[config.mk]
export PLATFORM = sky130hd
export DESIGN_NAME = alu_uart
export DESIGN_NICKNAME = d
export VERILOG_FILES = /design/src/verilog/alu_pkg.sv /design/src/verilog/alu_uart.sv
export VERILOG_INCLUDE_DIRS = /design/src /design/src/verilog
export SDC_FILE = /design/constraint.sdc
export NUM_CORES = 1
export LEC_CHECK = 0
export BUFFER_PORTS_ARGS = -buffer_cell sky130_fd_sc_hd__buf_2
export CAP_MARGIN = 0
export CORE_MARGIN = 5
export CORE_UTILIZATION = 31
export DETAILED_ROUTE_END_ITERATION = 12
export SLEW_MARGIN = 10
export SYNTH_ARGS = -nofsm -noshare
export SYNTH_HDL_FRONTEND = slang
export SYNTH_SLANG_ARGS = --single-unit
[constraint.sdc]
create_clock -name clk -period 3.3 [get_ports clk]
set_clock_uncertainty 0.1 [all_clocks]
set_input_delay 0.33 -clock clk [delete_from_list [all_inputs] [get_ports clk]]
set_output_delay 0.33 -clock clk [all_outputs]
set_load 0.005 [all_outputs]
[src/verilog/alu_defs.svh]
// register offsets, field positions and reset values of the serial lin uart
`ifndef ALU_DEFS_SVH
`define ALU_DEFS_SVH
`define ALU_OFF_CTL0 8'h00
`define ALU_OFF_TRG 8'h04
`define ALU_OFF_STR0 8'h08
`define ALU_OFF_STR1 8'h0C
`define ALU_OFF_STC 8'h10
`define ALU_OFF_RX 8'h14
`define ALU_OFF_TX 8'h18
`define ALU_OFF_CTL1 8'h20
`define ALU_OFF_CTL2 8'h24
`define ALU_OFF_EMU 8'h34
`define ALU_OFF_IMSK 8'h28
// control_zero fields
`define ALU_C0_PW 7
`define ALU_C0_TXE 6
`define ALU_C0_RXE 5
`define ALU_C0_DCC 0
// control_one_frame_format fields
`define ALU_C1_SLBM 15
`define ALU_C1_BLG_LO 12
`define ALU_C1_STOP2 8
`define ALU_C1_PAR_LO 5
`define ALU_C1_TINV 4
`define ALU_C1_RINV 3
`define ALU_C1_LEN8 2
`define ALU_C1_MSB 1
// trigger bits
`define ALU_TRG_BF 0
// status_one / clear / mask bit positions
`define ALU_ST_PE 0
`define ALU_ST_FE 1
`define ALU_ST_OVE 2
`define ALU_ST_DCE 3
`define ALU_ST_BSF 4
`define ALU_ST_BFE 5
`define ALU_ST_TXD 6
`define ALU_ST_RXD 7
`define ALU_ST_W 8
`define ALU_RST_DIV 16'h0010
`define ALU_BF_MIN_BITS 5'd13
`define ALU_BF_DET_BITS 5'd11
`define ALU_C0_MASK 32'h000000E1
`define ALU_C1_MASK 32'h0000F1FE
`endif

[src/verilog/alu_pkg.sv]
// types shared by the serial lin uart
package alu_pkg;
  typedef enum logic [2:0] {TX_IDLE, TX_START, TX_DATA, TX_PAR, TX_STOP, TX_BRK} alu_tx_e;
  typedef enum logic [1:0] {RX_IDLE, RX_DATA, RX_PAR, RX_STOP} alu_rx_e;
  typedef struct packed {
    logic [31:0] ctl0;
    logic [31:0] ctl1;
    logic [15:0] div;
    logic [7:0] imsk;
    logic [7:0] sts;
    logic [7:0] rxd;
    logic rx_full;
    logic [7:0] txd;
    logic tx_full;
    logic emu;
    logic [31:0] rdata;
    logic pw_prev;
    alu_tx_e tx_st;
    logic [15:0] tx_cnt;
    logic [4:0] tx_bit;
    logic [7:0] tx_sh;
    logic tx_par;
    logic tx_line;
    logic tx_dcc;
    logic tx_stop2;
    alu_rx_e rx_st;
    logic [15:0] rx_cnt;
    logic [3:0] rx_bit;
    logic [7:0] rx_sh;
    logic rx_par;
    logic [15:0] low_cnt;
    logic [4:0] low_bits;
    logic bf_seen;
    logic rx_prev;
  } alu_state_s;
endpackage

[src/verilog/alu_uart.sv]
// serial lin uart with break field, bus monitor and register port
//
// Functional notes
// - separate receive and transmit holding registers
// - seven or eight data bits selectable
// - odd, even, zero or no parity
// - one or two stop bits
// - msb or lsb first both directions
// - optional inversion of tx and rx
// - break field 13 to 20 bits
// - low 11 bits or more flags break
// - break detect also during data reception
// - monitor compares sent bit with readback
// - parity, framing, overrun, consistency, break errors
// - separate tx, rx and status interrupts
// - either reset returns all to initial
// - single peripheral clock for all timing
// - all registers are 32 bit wide
// - unimplemented bits ignored, read zero
// - enable change reinitialises tx and rx
`timescale 1ns/1ps
`include "alu_defs.svh"
module alu_uart #(
  parameter int DIV_W = 16
) (
  input wire logic clk,
  input wire logic rstn,
  input wire logic deep_stop_wakeup_reset,
  input wire logic [7:0] addr,
  input wire logic [31:0] wdata,
  input wire logic wr,
  input wire logic rd,
  output logic [31:0] rdata,
  input wire logic serial_rx_in,
  output logic serial_tx_out,
  output logic tx_irq,
  output logic rx_irq,
  output logic status_irq
);
  alu_pkg::alu_state_s q, d;
  logic rst_any;
  logic rx_line, pw, txe, rxe, bit_tick_tx, bit_tick_rx_mid, bit_end_rx;
  logic [1:0] par_mode;
  logic [3:0] nbits;
  logic [7:0] ev, rd_clr;

  // parity of a character, masked to its length
  function automatic logic par_of(input logic [7:0] v, input logic len8);
    par_of = ^(len8 ? v : {1'b0, v[6:0]});
  endfunction

  // parity bit value for the selected mode: 1 odd, 2 even, 3 zero
  function automatic logic par_bit(input logic [1:0] m, input logic p);
    par_bit = (m == 2'd1) ? ~p : (m == 2'd2) ? p : 1'b0;
  endfunction

  // bit reversal of a character within its length, for msb first sending
  function automatic logic [7:0] rev_char(input logic [7:0] v, input logic len8);
    logic [7:0] r;
    r = 8'h00;
    for (int i = 0; i < 8; i++) begin
      r[i] = v[7 - i];
    end
    rev_char = len8 ? r : {1'b0, r[7:1]};
  endfunction

  // ----------------------------------------------------------------
  // decode of configuration
  // ----------------------------------------------------------------
  assign rst_any = ~rstn | deep_stop_wakeup_reset;
  assign pw = q.ctl0[`ALU_C0_PW];
  assign txe = pw & q.ctl0[`ALU_C0_TXE];
  assign rxe = pw & q.ctl0[`ALU_C0_RXE];
  assign par_mode = q.ctl1[`ALU_C1_PAR_LO +: 2];
  assign nbits = q.ctl1[`ALU_C1_LEN8] ? 4'd8 : 4'd7;
  assign rx_line = serial_rx_in ^ q.ctl1[`ALU_C1_RINV];
  assign bit_tick_tx = (q.tx_cnt == q.div - 16'd1);
  assign bit_tick_rx_mid = (q.rx_cnt == {1'b0, q.div[15:1]});
  assign bit_end_rx = (q.rx_cnt == q.div - 16'd1);
  // status bits cleared by reading status_one
  assign rd_clr = (rd && addr == `ALU_OFF_STR1) ? 8'hFF : 8'h00;

  // ----------------------------------------------------------------
  // next state
  // ----------------------------------------------------------------
  always_comb begin
    d = q;
    ev = 8'h00;
    d.rdata = 32'h0;
    d.pw_prev = pw;
    d.rx_prev = rx_line;
    // register writes; reserved bits are dropped by the masks
    if (wr) begin
      unique case (addr)
        `ALU_OFF_CTL0: d.ctl0 = wdata & `ALU_C0_MASK;
        `ALU_OFF_CTL1: d.ctl1 = wdata & `ALU_C1_MASK;
        `ALU_OFF_CTL2: d.div = (wdata[15:0] < 16'd4) ? 16'd4 : wdata[15:0];
        `ALU_OFF_IMSK: d.imsk = wdata[7:0];
        `ALU_OFF_EMU: d.emu = wdata[7];
        `ALU_OFF_STC: d.sts = q.sts & ~wdata[7:0];
        `ALU_OFF_TX: begin
          if (q.tx_full) ev[`ALU_ST_OVE] = 1'b0;
          d.txd = wdata[7:0];
          d.tx_full = txe;
        end
        `ALU_OFF_TRG: begin
          if (txe && wdata[`ALU_TRG_BF] && q.tx_st == alu_pkg::TX_IDLE) begin
            d.tx_st = alu_pkg::TX_BRK;
            d.tx_cnt = 16'h0;
            d.tx_bit = 5'd0;
            d.tx_line = 1'b0;
          end
        end
        default: ;
      endcase
    end
    // register reads, answered in the next cycle
    if (rd) begin
      unique case (addr)
        `ALU_OFF_CTL0: d.rdata = q.ctl0;
        `ALU_OFF_CTL1: d.rdata = q.ctl1;
        `ALU_OFF_CTL2: d.rdata = {16'h0, q.div};
        `ALU_OFF_IMSK: d.rdata = {24'h0, q.imsk};
        `ALU_OFF_EMU: d.rdata = {24'h0, q.emu, 7'h0};
        `ALU_OFF_STR0: d.rdata = {28'h0, q.tx_st != alu_pkg::TX_IDLE, q.tx_full,
                                   q.rx_st != alu_pkg::RX_IDLE, q.rx_full};
        `ALU_OFF_STR1: d.rdata = {24'h0, q.sts};
        `ALU_OFF_RX: begin
          d.rdata = {24'h0, q.rxd};
          d.rx_full = 1'b0;
        end
        `ALU_OFF_TX: d.rdata = {24'h0, q.txd};
        default: d.rdata = 32'h0;
      endcase
    end

    // transmitter: bit timer from the single clock
    d.tx_cnt = bit_tick_tx ? 16'h0 : q.tx_cnt + 16'd1;
    unique case (q.tx_st)
      alu_pkg::TX_IDLE: begin
        // a break trigger taken in this cycle must keep the line low
        d.tx_line = (d.tx_st != alu_pkg::TX_BRK);
        d.tx_cnt = 16'h0;
        if (q.tx_full && txe && d.tx_st == alu_pkg::TX_IDLE) begin
          d.tx_st = alu_pkg::TX_START;
          d.tx_line = 1'b0;
          d.tx_sh = q.ctl1[`ALU_C1_MSB] ? rev_char(q.txd, q.ctl1[`ALU_C1_LEN8]) : q.txd;
          d.tx_par = par_of(q.txd, q.ctl1[`ALU_C1_LEN8]);
          d.tx_dcc = q.ctl0[`ALU_C0_DCC];
          d.tx_stop2 = q.ctl1[`ALU_C1_STOP2];
          // a write landing in the load cycle stays queued
          d.tx_full = (wr && addr == `ALU_OFF_TX) ? txe : 1'b0;
          d.tx_bit = 5'd0;
        end
      end
      alu_pkg::TX_START, alu_pkg::TX_DATA, alu_pkg::TX_PAR, alu_pkg::TX_STOP: begin
        // bus monitor samples readback in bit middle
        // own bit timer only, so the check works with the receiver off
        if (q.tx_dcc && q.tx_cnt == {1'b0, q.div[15:1]} && rx_line != q.tx_line)
          ev[`ALU_ST_DCE] = 1'b1;
        if (bit_tick_tx) begin
          if (q.tx_st == alu_pkg::TX_START || q.tx_st == alu_pkg::TX_DATA) begin
            if (q.tx_st == alu_pkg::TX_DATA && q.tx_bit == {1'b0, nbits}) begin
              d.tx_st = (par_mode == 2'd0) ? alu_pkg::TX_STOP : alu_pkg::TX_PAR;
              d.tx_line = (par_mode == 2'd0) ? 1'b1 : par_bit(par_mode, q.tx_par);
              d.tx_bit = 5'd0;
            end else begin
              d.tx_st = alu_pkg::TX_DATA;
              d.tx_line = q.tx_sh[0];
              d.tx_sh = {1'b0, q.tx_sh[7:1]};
              d.tx_bit = q.tx_bit + 5'd1;
            end
          end else if (q.tx_st == alu_pkg::TX_PAR) begin
            d.tx_st = alu_pkg::TX_STOP;
            d.tx_line = 1'b1;
            d.tx_bit = 5'd0;
          end else begin
            d.tx_bit = q.tx_bit + 5'd1;
            if (q.tx_bit == (q.tx_stop2 ? 5'd1 : 5'd0)) begin
              d.tx_st = alu_pkg::TX_IDLE;
              ev[`ALU_ST_TXD] = 1'b1;
            end
          end
        end
      end
      alu_pkg::TX_BRK: begin
        // low for 13 + programmed extension bit times
        if (bit_tick_tx) begin
          d.tx_bit = q.tx_bit + 5'd1;
          if (q.tx_bit == `ALU_BF_MIN_BITS - 5'd1 + {2'b0, q.ctl1[`ALU_C1_BLG_LO +: 3]}) begin
            d.tx_st = alu_pkg::TX_STOP;
            d.tx_line = 1'b1;
            d.tx_bit = 5'd0;
            d.tx_stop2 = 1'b0;
          end
        end
      end
      default: d.tx_st = alu_pkg::TX_IDLE;
    endcase

    // receiver
    d.rx_cnt = bit_end_rx ? 16'h0 : q.rx_cnt + 16'd1;
    unique case (q.rx_st)
      alu_pkg::RX_IDLE: begin
        d.rx_cnt = 16'h0;
        if (rxe && q.rx_prev && !rx_line) begin
          d.rx_st = alu_pkg::RX_DATA;
          d.rx_bit = 4'd0;
          d.rx_par = 1'b0;
          d.rx_cnt = 16'd1;
        end
      end
      alu_pkg::RX_DATA: begin
        if (bit_tick_rx_mid && q.rx_bit != 4'd0) begin
          d.rx_sh = q.ctl1[`ALU_C1_MSB] ? {q.rx_sh[6:0], rx_line} : {rx_line, q.rx_sh[7:1]};
          d.rx_par = q.rx_par ^ rx_line;
        end
        if (bit_end_rx) begin
          d.rx_bit = q.rx_bit + 4'd1;
          if (q.rx_bit == nbits) d.rx_st = (par_mode == 2'd0) ? alu_pkg::RX_STOP : alu_pkg::RX_PAR;
        end
      end
      alu_pkg::RX_PAR: begin
        if (bit_tick_rx_mid && rx_line != par_bit(par_mode, q.rx_par)) ev[`ALU_ST_PE] = 1'b1;
        if (bit_end_rx) d.rx_st = alu_pkg::RX_STOP;
      end
      alu_pkg::RX_STOP: begin
        if (bit_tick_rx_mid) begin
          d.rx_st = alu_pkg::RX_IDLE;
          if (!rx_line) ev[`ALU_ST_FE] = 1'b1;
          if (q.rx_full) ev[`ALU_ST_OVE] = 1'b1;
          // a seven bit char drops the stale eighth bit of the shifter
          d.rxd = q.ctl1[`ALU_C1_LEN8] ? q.rx_sh :
                  (q.ctl1[`ALU_C1_MSB] ? {1'b0, q.rx_sh[6:0]} : {1'b0, q.rx_sh[7:1]});
          d.rx_full = 1'b1;
          ev[`ALU_ST_RXD] = 1'b1;
        end
      end
      default: d.rx_st = alu_pkg::RX_IDLE;
    endcase

    // break detector runs independently of the frame receiver
    if (!rxe || rx_line) begin
      if (q.bf_seen && rx_line) begin
        ev[`ALU_ST_BSF] = 1'b1;
        if (q.tx_st == alu_pkg::TX_IDLE && q.rx_st != alu_pkg::RX_IDLE) ev[`ALU_ST_BFE] = 1'b0;
      end
      d.low_cnt = 16'h0;
      d.low_bits = 5'd0;
      d.bf_seen = 1'b0;
    end else begin
      d.low_cnt = (q.low_cnt == q.div - 16'd1) ? 16'h0 : q.low_cnt + 16'd1;
      if (q.low_cnt == q.div - 16'd1 && q.low_bits != 5'd31) d.low_bits = q.low_bits + 5'd1;
      // flag on the edge that completes the eleventh low bit
      if (d.low_bits >= `ALU_BF_DET_BITS && !q.bf_seen) begin
        d.bf_seen = 1'b1;
        d.rx_st = alu_pkg::RX_IDLE; // abort the data frame in progress
        if (q.rx_st != alu_pkg::RX_IDLE && !q.ctl1[`ALU_C1_SLBM]) ev[`ALU_ST_BFE] = 1'b1;
      end
    end

    // sticky status; set wins over clear
    d.sts = (d.sts & ~rd_clr) | ev;

    // enable change reinitialises both units
    if (pw != q.pw_prev || !txe) begin
      d.tx_st = alu_pkg::TX_IDLE;
      d.tx_line = 1'b1;
      if (pw != q.pw_prev) d.tx_full = 1'b0;
    end
    if (pw != q.pw_prev || !rxe) begin
      d.rx_st = alu_pkg::RX_IDLE;
      if (pw != q.pw_prev) d.rx_full = 1'b0;
    end
  end

  // ----------------------------------------------------------------
  // state register, either reset clears everything except div, tx_line and rx_prev
  // ----------------------------------------------------------------
  always_ff @(posedge clk) begin
    if (rst_any) begin
      q <= '0;
      q.div <= `ALU_RST_DIV;
      q.tx_line <= 1'b1;
      q.rx_prev <= 1'b1;
      q.tx_st <= alu_pkg::TX_IDLE;
      q.rx_st <= alu_pkg::RX_IDLE;
    end else begin
      q <= d;
    end
  end

  // ----------------------------------------------------------------
  // outputs
  // ----------------------------------------------------------------
  assign rdata = q.rdata;
  assign serial_tx_out = q.tx_line ^ q.ctl1[`ALU_C1_TINV];
  // three request lines, each gated by the mask
  assign tx_irq = q.sts[`ALU_ST_TXD] & q.imsk[`ALU_ST_TXD];
  assign rx_irq = q.sts[`ALU_ST_RXD] & q.imsk[`ALU_ST_RXD];
  assign status_irq = |(q.sts[5:0] & q.imsk[5:0]);

  // ----------------------------------------------------------------
  // checks
  // ----------------------------------------------------------------
  property p_idle_high;
    @(posedge clk) disable iff (rst_any)
    (q.tx_st == alu_pkg::TX_IDLE && !q.ctl1[`ALU_C1_TINV]) |-> serial_tx_out;
  endproperty
  a_idle_high: assert property (p_idle_high) else $error("idle line not high");

  property p_start_low;
    @(posedge clk) disable iff (rst_any)
    (q.tx_st == alu_pkg::TX_START) |-> !q.tx_line;
  endproperty
  a_start_low: assert property (p_start_low) else $error("start bit not low");

  property p_read_zero;
    @(posedge clk) disable iff (rst_any)
    (rd && addr == `ALU_OFF_CTL0) |=> (rdata[31:8] == 24'h0);
  endproperty
  a_read_zero: assert property (p_read_zero) else $error("reserved bits read nonzero");

  property p_rx_full;
    @(posedge clk) disable iff (rst_any)
    (ev[`ALU_ST_RXD]) |=> q.rx_full && q.sts[`ALU_ST_RXD];
  endproperty
  a_rx_full: assert property (p_rx_full) else $error("received char not held");

  property p_status_irq;
    @(posedge clk) disable iff (rst_any)
    (ev[`ALU_ST_DCE] && !(wr && addr == `ALU_OFF_IMSK)) |=>
      q.sts[`ALU_ST_DCE] && (status_irq || !q.imsk[`ALU_ST_DCE]);
  endproperty
  a_status_irq: assert property (p_status_irq) else $error("consistency irq missing");

  property p_pw_reinit;
    @(posedge clk) disable iff (rst_any)
    (pw != q.pw_prev) |=> (q.tx_st == alu_pkg::TX_IDLE && q.rx_st == alu_pkg::RX_IDLE);
  endproperty
  a_pw_reinit: assert property (p_pw_reinit) else $error("units not reinitialised");

  property p_brk_low;
    @(posedge clk) disable iff (rst_any)
    (q.tx_st == alu_pkg::TX_BRK) |-> !q.tx_line;
  endproperty
  a_brk_low: assert property (p_brk_low) else $error("break not low");

  property p_bf_set;
    @(posedge clk) disable iff (rst_any)
    (q.bf_seen && rx_line && rxe) |=> q.sts[`ALU_ST_BSF];
  endproperty
  a_bf_set: assert property (p_bf_set) else $error("break flag not set");

  property p_stop_high;
    @(posedge clk) disable iff (rst_any)
    (q.tx_st == alu_pkg::TX_STOP) |-> q.tx_line;
  endproperty
  a_stop_high: assert property (p_stop_high) else $error("stop bit not high");

  property p_tx_irq;
    @(posedge clk) disable iff (rst_any)
    (ev[`ALU_ST_TXD] && q.imsk[`ALU_ST_TXD] && !(wr && addr == `ALU_OFF_IMSK)) |=> tx_irq;
  endproperty
  a_tx_irq: assert property (p_tx_irq) else $error("tx irq missing");

  property p_overrun;
    @(posedge clk) disable iff (rst_any)
    (q.rx_st == alu_pkg::RX_STOP && bit_tick_rx_mid && q.rx_full) |=> q.sts[`ALU_ST_OVE];
  endproperty
  a_overrun: assert property (p_overrun) else $error("overrun not flagged");

  property p_rx_off;
    @(posedge clk) disable iff (rst_any)
    (!rxe) |=> (q.rx_st == alu_pkg::RX_IDLE);
  endproperty
  a_rx_off: assert property (p_rx_off) else $error("receiver runs while disabled");
endmodule // alu_uart

; ---- Word level (Yosys, flattened, before mapping)
; Index checks and enable logic that the tools add are counted.
[word_totals]
reg_bits = 190
input_bits = 46
[classes]
magnitude_cmp = 2
bitwise = 18
n_eq_ne = 43
mux = 107
reduce_logical = 59
n_addsub = 8
[op_table]
columns = op, n
row1 = $pmux W16 S9, 1
row2 = $mux W8, 10
row3 = $mux W24, 3
row4 = $mux W1, 51
row5 = $add A16 B1 Y16 const B, 3
row6 = $eq A16 B16 Y1, 3
row7 = $mux W16, 3
row8 = $mux W5, 7
row9 = $eq A16 B15 Y1, 2
row10 = $eq A8 B6 Y1 const B, 4
row11 = $mux W3, 9
row12 = $eq A8 B5 Y1 const B, 3
row13 = $mux W22, 1
row14 = $mux W2, 9
row15 = $ne A2 B2 Y1 const B, 9
row16 = $reduce_and A2 Y1, 9
row17 = $logic_and A1 B1 Y1, 17
row18 = $mux W17, 1
row19 = $and A8 B8 Y8, 2
row20 = $eq A8 B4 Y1 const B, 2
row21 = $lt A16 B3 Y1 const B, 1
row22 = $not A8 Y8, 2
row23 = $pmux W8 S2, 1
row24 = $sub A16 B1 Y16 const B, 1
row25 = other kinds (48), 83

; ---- Logic depth before layout (Yosys ltp)
; Gate-level depths: netlist of run 1.
[logic_depth]
word_depth = 12
ltp_mapped = 14
depth_no_buf = 10

; ---- Worst setup path before layout of run 1
; OpenSTA, ideal clock, no wires.
[synth_timing]
path_type = register to register
start = register q[158] in the netlist's numbering
end = register q[147] in the netlist's numbering
path_buffers = 2
path_stages_with_launch = 11
setup_time_ns = 0.117
slack_ns = 0.194
synth_period_minus_slack_ns = 3.106
arrival_time_ns = 2.889
cell_sequence = dfxtp_1 buf_6 or4_4 or4_1 buf_2 xor2_1 o21ai_0 nor3_1 nand4b_2 o211a_1 a22o_1
[synth_via]
elab_chain_cells = 10
[synth_rtl]
columns = element, line
row1 = start: declaration, alu_uart.sv:40  ; alu_pkg::alu_state_s q, d;
row2 = $sub A16 B1 Y16, alu_uart.sv:253  ; if (q.low_cnt == q.div - 16'd1 && q.low_bits != 5'd31) d.low_bits = q.low_bits + 5'd1;
row3 = $eq A16 B16 Y1, alu_uart.sv:253
row4 = $logic_and A1 B1 Y1, alu_uart.sv:253
row5 = $mux W5, alu_uart.sv:253
row6 = $mux W5, alu_uart.sv:243  ; if (!rxe || rx_line) begin
row7 = $ge A5 B4 Y1 (no source line), n/a
row8 = $logic_and A1 B1 Y1, alu_uart.sv:255  ; if (d.low_bits >= `ALU_BF_DET_BITS && !q.bf_seen) begin
row9 = $mux W1, alu_uart.sv:255
row10 = $mux W1, alu_uart.sv:243
row11 = $or A8 B8 Y8, alu_uart.sv:263  ; d.sts = (d.sts & ~rd_clr) | ev;
; Every way passes these cells. The select of a mux whose other input is x is not followed.
; A chain may end at the register's enable or synchronous reset.

; ---- Final worst setup path of run 1
[layout_timing]
start = register q[162] in the netlist's numbering
end = register q[66] in the netlist's numbering
[layout_via]
elab_chain_cells = 4
word_cells_on_any_way = 5
cone_classes = add/sub (1) / eq/ne (1) / mux (3)
[layout_rtl]
columns = element, line
row1 = $sub A16 B1 Y16 (*), alu_uart.sv:77  ; assign bit_tick_tx = (q.tx_cnt == q.div - 16'd1);
row2 = $eq A16 B16 Y1 (*), alu_uart.sv:77
row3 = $mux W5 / $mux W13 (equally long branches), "alu_uart.sv:188, alu_uart.sv:161"
row4 = $pmux W5 S3 (*), alu_uart.sv:139  ; unique case (q.tx_st)
; Every way passes the cells marked *; elsewhere a longest branch is shown, timed or not. The select of a mux whose other input is x is not followed.

==> reports/metrics.cfg, run 1 <==
[yosys]
netlist_instances = 1217
syn_area_um2 = 9921
synth_edf_count = 0
yosysWarnings = 0
synth_compound_area_share_pct = 14.54
synth_top_family_by_area = simple AND/OR/NAND/NOR gates
async_flop_share_pct = 0
avgSynthCellArea_um2 = 8.152
synth.distinct_cells = 78
synthXorXnorAreaFrac_pct = 15.69
synth_ff_type = dfxtp_1
muxShareOfSynthArea_pct = 3.884
synthAdderAreaFrac_pct = 1.135
yosysSeqAreaShare_pct = 35.11
ys_ff_latch = 174
synth_simple_gate_area_share_pct = 22.88

[global_route]
grt_pass1_wl_mm = 45.55
top_usage_layer = met2
antenna_found_initial = 0
grtUsageMet3_pct = 2.397
gr-usage-met2_pct = 26.32
grtUsageTotal_pct = 15.75
grt_pass1_vias = 8224
grtUsageMet1_pct = 21.62
grt_max_degree = 36
grt_overflow_total = 0

[floorplan]
design.die.area_um2 = 35680
ios = 82
core_area_um2 = 31560
rows = 65
die_width_um = 188.9
initial_core_util_pct = 31.44
die_y_um = 188.9

[pwr]
powerDensity_nw_per_um2 = 387.1
irDropWorstVdd_uv = 299.4
power.leakage_nw = 3.948

[sta]
hold_viol = 0
drv_slew = 0
fin_ws_ns = 0.1419
tightest_slew_ns = 0.9164
timing.setup.tns_ns = 0
fmax_ghz = 0.3167
finalSetupViolCount = 0
final.period_utilization_pct = 95.70
max_slew_margin_pct = 38.34
finalCriticalPeriod_ns = 3.158
grt_setup_unrepaired = false

[routing]
ant_nets = 0
wl_per_cell_um = 17.21
vias = 8733
drtPass1Iterations = 5
dr.first_iter.drc_count = 691
totalWireLength_mm = 28.48
drc = 0
vias_per_cell = 5.277

[cts]
clk_latency_ns = 0.44
cts_tree = yes
cts_htree_levels = 4
path_clk_slew_ns = 0.07
cts_sinks = 174
clockBufferDepth = 2
cts_buffers = 17
cts-root-buf = clkbuf_16

[finish]
finalNetCount = 1296
fill_cells = 3279
n_antenna_cell = 0
drive_above_1_share_pct = 12.69
area_delta_synth_final_pct = 13.49
design_area_um2 = 11260
layout.cells.non_filler = 1655

[place]
place_congestion = 0.9051
pre_cts_slack_ns = 0.03262
placed_area_um2 = 10580
placed_cells = 1621
io_buffers = 49
dp.final_hpwl_mm = 21.24

[setup_path]
critical_path.top_delay_family = simple AND/OR/NAND/NOR gates
worstSetupStartpointType = flip-flop
crit_chain = buf_4 > nor3_1 > nand4_1 > xor2_1 > a2111o_1 > nor4_4 > buf_12 > a21oi_1 > o21a_2 > mux2_4
critical_path_required_ns = 3.53
critPathBufInv = 2
slowest_delay_ns = 0.46
slowest_stage = a2111o_1
crit_arrival_ns = 3.39
crit_type = reg2reg
worstSetupEndpointType = flip-flop
cp_max_fo = 21

[worst_hold_path]
hp-class = in2reg

[run_status]
status = finished clean

[run]
cap_violations = 0

[final timing paths]
path | startpoint | to | slack, ns | cells past startpoint
worst max-delay path | q[162]$_SDFFE_PP1P_ | q[66]$_SDFF_PP0_ | 0.14 | 10
worst min-delay path | wdata[10] | q[168]$_SDFFE_PP0P_ | 0.06 | 3
worst max register to register | q[162]$_SDFFE_PP1P_ | q[66]$_SDFF_PP0_ | 0.14 | 10
worst min register to register | q[65]$_SDFFE_PP0P_ | q[65]$_SDFFE_PP0P_ | 0.37 | 2
[sequential cells by signal (all words and copies together), names as in the netlist]
name,cells
q,155
rdata,16
d,1
par_mode,2
[per-stage QoR]
| stage | util (%) | total power [mW] | hold slack [ns] |
|---|---|---|---|
| finish | 35.68 | 4.358 | 0.06288 |
| global route | 35.68 | 4.504 | 0.05665 |
| CTS | 35.50 | 4.396 | 0.04887 |
| detailed placement | 33.53 | 2.255 | 0.3592 |
| global placement | 33.53 | 2.254 | 0.3516 |
| floorplan | - | 2.209 | 0.3324 |
[cell families after synthesis]
group | after synthesis
buffers and inverters | 139
DFF | 174
adders and majority gates | 9
and+or+nand+nor | 475
AOI/OAI and AO/OA | 223
other | 1
muxes | 38
xor gates and xnor gates | 158
[worst min-delay path: cells and delay by family]
kind                   cells  cell delay (ns)
AOI/OAI and AO/OA          1             0.05
and+or+nand+nor            1             0.06
buffers and inverters      1             0.11
[placed cells by master (no fill, tap or decap), types with 7 or more instances in the layout]
master     Yosys  final
a21oi_1       79     79
buf_2          8     49
inv_1         23     23
xor2_1        51     51
nand2b_1       8      7
o211ai_1       7      7
clkbuf_16      0     17
or4_1          8      7
a22oi_1       26     26
nand2_1      117    117
and3_1        15     15
nor2_1       154    154
conb_1         1     16
nand4_1       19     19
nand3_1       68     68
nor4_1        14     12
nor3_1        25     24
dfxtp_1      174    174
ha_1           9      9
xnor3_1       12     12
a31oi_1       22     22
mux2i_1       37     37
buf_4         34     52
o21ai_0       25     25
a211oi_1      14     14
xnor2_1       94     94
[report_power, final]
group          leakage (nW)  internal, mW  switching, mW
Sequential             1.40          2.10       0.000441
Combinational          2.25        0.0297         0.0799
Clock                 0.295          1.26          0.892
[Yosys cell counts, drive strengths merged, types with 27 or more instances]
cell	count	area share (%)
dfxtp	174	35
nor2	155	5.9
xnor2	95	8.5
nand2	117	4.4
buf	52	3.4
a21oi	79	4.0
nand3	69	3.5
clkbuf	62	2.3
mux2i	37	3.7
xor2	51	4.5
o21ai	27	1.4
[metal layers]
layer | vias up | routed length, um
met5 | - | 0
met2 | 276 | 13550
met3 | 29 | 1661
li1 | 4248 | -
met1 | 4180 | 12890
met4 | 0 | 376
[layout make-up]
cell class / instances / area (um^2) / area share, %
clock buffers: 20 / 466.7 / 4.145
multi-input cells: 920 / 5881 / 52.23
flip-flops and latches: 174 / 3483 / 30.94
well taps: 402 / 503.0 / 4.467
inverters: 25 / 93.84 / 0.8334
clock inverters: 11 / 156.4 / 1.389
repair buffers: 103 / 675.6 / 6.001
[repair_timing]
item | 4_1_cts | 5_1_grt
resized for setup | 0 | 6
endpoints found under the hold margin | 0 | 0
hold buffers | 0 | 0
setup endpoints to repair | 0 | 38
buffers inserted | 0 | 2
Note: power is estimated with default switching activity, not from simulation.
==> inputs of run 2 (changes only) <==
==> constraint.sdc (replaced) <==
create_clock -name clk -period 3.3 [get_ports clk]
set_clock_uncertainty 0.1 [all_clocks]
set_input_delay 0.825 -clock clk [delete_from_list [all_inputs] [get_ports clk]]
set_output_delay 0.825 -clock clk [all_outputs]
set_load 0.005 [all_outputs]
==> run 2 against run 1 <==
Cell count rose by 0.18%. Fmax fell by 0.65%. Largest power group unchanged. Critical path depth fell by 1. Global-route usage rose by 0.071 points. Via count rose by 0.18%. Total power rose by 0.50%. Combinational power barely moved. Wire length rose by 0.59%. Sequential share of layout area fell by 0.076 points. Critical endpoint unchanged. Hold slack improved by 0.30 ns. Clock power barely moved.
==> reports/metrics.cfg, run 2 (synthesis gave the netlist of run 1 again) <==
[routing]
vias_per_cell = 5.277  ; about the same
drtPass1Iterations = 7  ; +2
drc = 0  ; unchanged
vias = 8749  ; +0.18%
ant_nets = 0  ; unchanged
dr.first_iter.drc_count = 854  ; +24%
totalWireLength_mm = 28.65  ; +0.59%
wl_per_cell_um = 17.28  ; +0.41%

[sta]
finalSetupViolCount = 0  ; unchanged
grt_setup_unrepaired = false
tightest_slew_ns = 0.7466  ; -0.1698 ns
hold_viol = 0  ; unchanged
max_slew_margin_pct = 50.16  ; +12 points
finalCriticalPeriod_ns = 3.179  ; +0.02071 ns
final.period_utilization_pct = 96.33  ; +0.63 points
timing.setup.tns_ns = 0  ; unchanged
drv_slew = 0  ; unchanged
fmax_ghz = 0.3146  ; -0.65%
fin_ws_ns = 0.1212  ; -0.02071 ns

[finish]
n_antenna_cell = 0  ; unchanged
largest_register_ffs = 155  ; unchanged
layout.cells.non_filler = 1658  ; +0.18%
design_area_um2 = 11290  ; +0.25%
top_register = q
final_common_cell = dfxtp_1
area_delta_synth_final_pct = 13.77
final_cell_mix = dfxtp_1 (174), nor2_1 (154), nand2_1 (117)
drive_above_1_share_pct = 12.66  ; -0.030 points
finalNetCount = 1298  ; +0.15%

[global_route]
grt_pass1_vias = 8172  ; -0.63%
antenna_found_initial = 0  ; unchanged
grt_max_degree = 36  ; unchanged
grtUsageTotal_pct = 15.83  ; +0.071 points
grt_overflow_total = 0  ; unchanged
grt_pass1_wl_mm = 45.50  ; -0.12%

[setup_path]
critPathBufInv = 1  ; -1
crit_type = reg2reg
cpMostUsedCell = or4_4
crit_chain = or4_4 > or4_4 > xnor2_2 > nand4_1 > nor4_4 > buf_12 > a21oi_1 > o21a_2 > mux2_4
critical_path_required_ns = 3.54  ; about the same
slowest_delay_ns = 0.60  ; +0.14 ns
critical_path.top_delay_family = simple AND/OR/NAND/NOR gates
slowest_stage = or4_4
crit_arrival_ns = 3.42  ; +0.03 ns
worstSetupStartpointType = flip-flop
cp_max_fo = 11  ; -48%
worstSetupEndpointType = flip-flop

[pwr]
power.leakage_nw = 3.976  ; +0.70%
irDropWorstVdd_uv = 295.5  ; -1.3%
p_total_mw = 4.380  ; +0.50%
powerDensity_nw_per_um2 = 388.0  ; +0.25%

[cts]
cts-root-buf = clkbuf_16
path_clk_slew_ns = 0.08  ; about the same
cts_hold_buf = 0  ; unchanged
cts_buffers = 17  ; unchanged
cts_tree = yes
cts_sinks = 174  ; unchanged
cts_htree_levels = 4  ; unchanged
clockBufferDepth = 2  ; unchanged
clk_latency_ns = 0.44  ; about the same

[place]
place_congestion = 0.9111  ; +0.66%
placed_area_um2 = 10600  ; +0.21%
io_buffers = 49  ; unchanged
pre_cts_slack_ns = 0.005136  ; -0.02748 ns
dp.final_hpwl_mm = 21.07  ; -0.80%
placed_cells = 1624  ; +0.19%

[floorplan]
die_width_um = 188.9  ; unchanged
die_y_um = 188.9  ; unchanged
core_area_um2 = 31560  ; unchanged
initial_core_util_pct = 31.44  ; unchanged
design.die.area_um2 = 35680  ; unchanged
rows = 65  ; unchanged
ios = 82  ; unchanged

[run_status]
status = finished clean

[run]
cap_violations = 0  ; unchanged

[worst_hold_path]
hp-class = reg2reg

run 2: cell count changes in the layout (fill, tap and decap cells not counted), moves of 2 or more:
cell        change
inv_6           +4
clkbuf_8        -3
clkinvlp_4      -3
buf_4           +2
run 2: worst register-to-register path, delay by kind of cell (launching register included):
| family | cells | cell delay [ns] |
|---|---|---|
| simple gates | 4 | 1.70 |
| flops | 1 | 0.34 |
| compound gates | 2 | 0.32 |
| mux | 1 | 0.26 |
| buf+inv | 1 | 0.19 |
| xor+xnor | 1 | 0.16 |
run 2: where the power goes:
group          total (mW)  switching, mW  internal [mW]
sequential           2.10       0.000438           2.10
clock                2.17          0.947           1.22
combinational       0.111         0.0804         0.0309
run 2: per-stage QoR:
stage / util (%) / hold WS (ns)
2_1_floorplan: - / 0.3324
3_3_place_gp: 33.60 / 0.3488
3_5_place_dp: 33.60 / 0.3550
4_1_cts: 35.59 / 0.3656
5_1_grt: 35.77 / 0.3887
6_report: 35.77 / 0.3654
run 2: metal layers:
layer	vias to the layer above	global-route usage, %	share of wire (%)
li1	4265	-	-
met1	4214	22.03	46
met2	246	25.78	47
met3	24	3.355	5.9
met4	0	2.691	0.88
met5	-	0	0
run 2: area by class of cell:
type / instances / area [um^2]
clock buffers: 18 / 429.2
flip-flops and latches: 174 / 3483
clock inverters: 14 / 196.4
inverters: 25 / 93.84
repair buffers: 106 / 715.7
well taps: 402 / 503.0
fillers: 3292 / 20270
multi-input cells: 919 / 5866
run 2: worst paths after layout:
path                       startpoint                   to  slack, ns  cells past startpoint
hold reg to reg   q[123]$_SDFFE_PP0P_  q[123]$_SDFFE_PP0P_       0.37                      2
hold / removal    q[123]$_SDFFE_PP0P_  q[123]$_SDFFE_PP0P_       0.37                      2
setup reg to reg  q[158]$_SDFFE_PP0P_     q[66]$_SDFF_PP0_       0.12                      9
setup / recovery  q[158]$_SDFFE_PP0P_     q[66]$_SDFF_PP0_       0.12                      9
run 2: what timing repair did:
action,4_1_cts,5_1_grt
hold endpoints to repair,0,0
setup buffers,0,1
gates resized for setup,1,4
gates cloned,0,1
pin swaps,0,1
setup endpoints to repair,1,26
==> inputs of run 3 (changes only) <==
==> constraint.sdc (replaced) <==
create_clock -name clk -period 2.8 [get_ports clk]
set_clock_uncertainty 0.1 [all_clocks]
set_input_delay 0.7 -clock clk [delete_from_list [all_inputs] [get_ports clk]]
set_output_delay 0.7 -clock clk [all_outputs]
set_load 0.005 [all_outputs]
==> run 3 against run 2 <==
Critical path type unchanged. Highest routed layer unchanged. Die area unchanged. Worst setup slack lost 0.38 ns. The run now ends with setup timing left. Register-to-register slack worse by 0.38 ns. Largest cell class unchanged. Sequential share of layout area shrank 2.3 points. Non-clock buffer count is 77 higher. Sequential power increased by 18%.
==> reports/metrics.cfg, run 3 (synthesis gave the netlist of run 1 again) <==
[run_status]
status = finished, violations left
violations = setup timing

[setup_path]
r2r_setup_slack_ns = -0.26  ; -0.38 ns
crit_arrival_ns = 3.29  ; -0.13 ns
crit-reg2reg-launch = q[159]$_SDFFE_PP0P_
cp_max_fo = 5  ; -6
critical_path_required_ns = 3.03  ; -0.51 ns
worstSetupEndpointType = flip-flop
rr_worst_depth = 11  ; +2
rr_endpoint = q[147]$_SDFF_PP0_
worstSetupStartpointType = flip-flop
crit_type = reg2reg

[place]
place_congestion = 0.9105  ; about the same
io_buffers = 49  ; unchanged
pre_cts_slack_ns = -0.2952  ; -0.3003 ns
dp.final_hpwl_mm = 22.52  ; +6.9%

[floorplan]
ios = 82  ; unchanged
core_area_um2 = 31560  ; unchanged
rows = 65  ; unchanged
initial_core_util_pct = 31.44  ; unchanged
design.die.area_um2 = 35680  ; unchanged
die_width_um = 188.9  ; unchanged
die_y_um = 188.9  ; unchanged

[pwr]
irDropWorstVdd_uv = 419.7  ; +42%
powerDensity_nw_per_um2 = 414.1  ; +6.7%
power.leakage_nw = 4.430  ; +11%

[cts]
cts-root-buf = clkbuf_16
cts_buffers = 17  ; unchanged
cts_htree_levels = 4  ; unchanged
cts_sinks = 174  ; unchanged
clockBufferDepth = 2  ; unchanged
path_clk_slew_ns = 0.08  ; about the same
clk_latency_ns = 0.44  ; about the same
cts_tree = yes

[sta]
grt_setup_unrepaired = true
final.period_utilization_pct = 109.3  ; +13 points
max_slew_margin_pct = 51.12  ; +0.96 points
hold_viol = 0  ; unchanged
finalCriticalPeriod_ns = 3.059  ; -0.1196 ns
fmax_ghz = 0.3269  ; +3.9%
fin_ws_ns = -0.2592  ; -0.3804 ns
finalSetupViolCount = 63  ; +63
timing.setup.tns_ns = -7.309  ; -7.309 ns
drv_slew = 0  ; unchanged
tightest_slew_ns = 0.7323  ; -0.01435 ns

[global_route]
grt_pass1_wl_mm = 47.72  ; +4.9%
grt_overflow_total = 0  ; unchanged
antenna_found_initial = 0  ; unchanged
grt_pass1_vias = 8639  ; +5.7%
grt_max_degree = 38  ; +5.6%
grtUsageTotal_pct = 16.70  ; +0.88 points

[worst_hold_path]
min_path_cells = 2  ; unchanged
worstHoldEndpoint = q[141]$_SDFFE_PP0P_
hp-class = reg2reg
hold_start = q[141]$_SDFFE_PP0P_

[finish]
finalNetCount = 1377  ; +6.1%
area_delta_synth_final_pct = 23.22
n_antenna_cell = 0  ; unchanged
fill_cells = 3181  ; -3.4%
largest_register_ffs = 155  ; unchanged
final_common_cell = dfxtp_1
drive_above_1_share_pct = 21.95  ; +9.3 points
top_register = q
final_cell_mix = dfxtp_1 (171), nor2_1 (141), buf_4 (118)

[routing]
totalWireLength_mm = 30.39  ; +6.1%
dr.first_iter.drc_count = 953  ; +12%
drtPass1Iterations = 6  ; -1
ant_nets = 0  ; unchanged
drc = 0  ; unchanged
vias_per_cell = 5.198  ; -1.5%
wl_per_cell_um = 17.49  ; +1.2%
vias = 9029  ; +3.2%

[run]
cap_violations = 0  ; unchanged

## run 3: cell count changes in the layout (fill, tap and decap cells not counted), moves of 4 or more
cell,before,now
nor2_2,1,11
nor2_1,154,141
buf_4,54,118
o21ai_0,25,17
buf_6,0,11
a21oi_1,79,73
nor3_2,1,5
inv_8,1,7
nor3_1,25,19
a21oi_2,0,6
o21ai_2,0,7
inv_6,6,1
## run 3: repair_timing
action,CTS,global route
buffers inserted,6,4
setup endpoints to repair,80,86
gates resized for setup,22,64
pin swaps,24,22
cloned,3,0
hold buffers,0,0
## run 3: power by group
part / total [mW] / switching [mW] / internal, mW
clock: 2.45 / 1.22 / 1.22
sequential: 2.47 / 0.000606 / 2.47
combinational: 0.142 / 0.103 / 0.0393
## run 3: worst max path at each step
stage | from | endpoint | slack, ns | depth (start not counted)
2_1_floorplan | q[158]$_SDFFE_PP0P_ | q[66]$_SDFF_PP0_ | -0.17 | 13
6_report | q[159]$_SDFFE_PP0P_ | q[147]$_SDFF_PP0_ | -0.26 | 11
3_3_place_gp | q[159]$_SDFFE_PP0P_ | q[66]$_SDFF_PP0_ | -0.27 | 10
5_1_grt | q[159]$_SDFFE_PP0P_ | q[147]$_SDFF_PP0_ | -0.35 | 11
4_1_cts | q[159]$_SDFFE_PP0P_ | q[147]$_SDFF_PP0_ | -0.22 | 11
3_5_place_dp | q[159]$_SDFFE_PP0P_ | q[66]$_SDFF_PP0_ | -0.30 | 10
## run 3: routing by layer
layer,share of wire [%],wire length [um],GRT usage [%]
met1,44,13500,22.11
met2,48,14630,28.00
met3,5.1,1539,2.765
met4,2.3,714,5.185
met5,0,0,0
## run 3: final cells by class
type,instances,area (um^2),share of cell area [%]
Multi-Input combinational cell,921,6163,50.42
Clock buffer,17,425.4,3.480
Tap cell,402,503.0,4.115
Inverter,25,106.4,0.8700
Sequential cell,174,3492,28.57
Clock inverter,15,178.9,1.464
Timing Repair Buffer,183,1355,11.08
## run 3: worst max-delay path, stage by stage, from the launching register on
cell	delay [ns]
dfxtp_4	0.36
buf_6	0.12
or4_4	0.58
or4_4	0.52
xor2_1	0.20
o21ai_1	0.16
nor3_2	0.05
buf_4	0.16
buf_4	0.12
a31o_2	0.21
o211a_4	0.17
a22o_1	0.18
## run 3: per-stage QoR
| step | util [%] | hold slack, ns | cell area (um^2) | power [mW] | cells |
|---|---|---|---|---|---|
| 5_1_grt | 38.74 | 0.3794 | 12220 | 5.219 | 1737 |
| 4_1_cts | 37.93 | 0.3582 | 11970 | 5.112 | 1734 |
| 2_1_floorplan | - | 0.3324 | 10060 | 2.604 | 1232 |
| 6_report | 38.74 | 0.3593 | 12220 | 5.062 | 1737 |
| 3_3_place_gp | 35.54 | 0.3410 | 11220 | 2.667 | 1693 |
| 3_5_place_dp | 35.54 | 0.3486 | 11220 | 2.668 | 1693 |
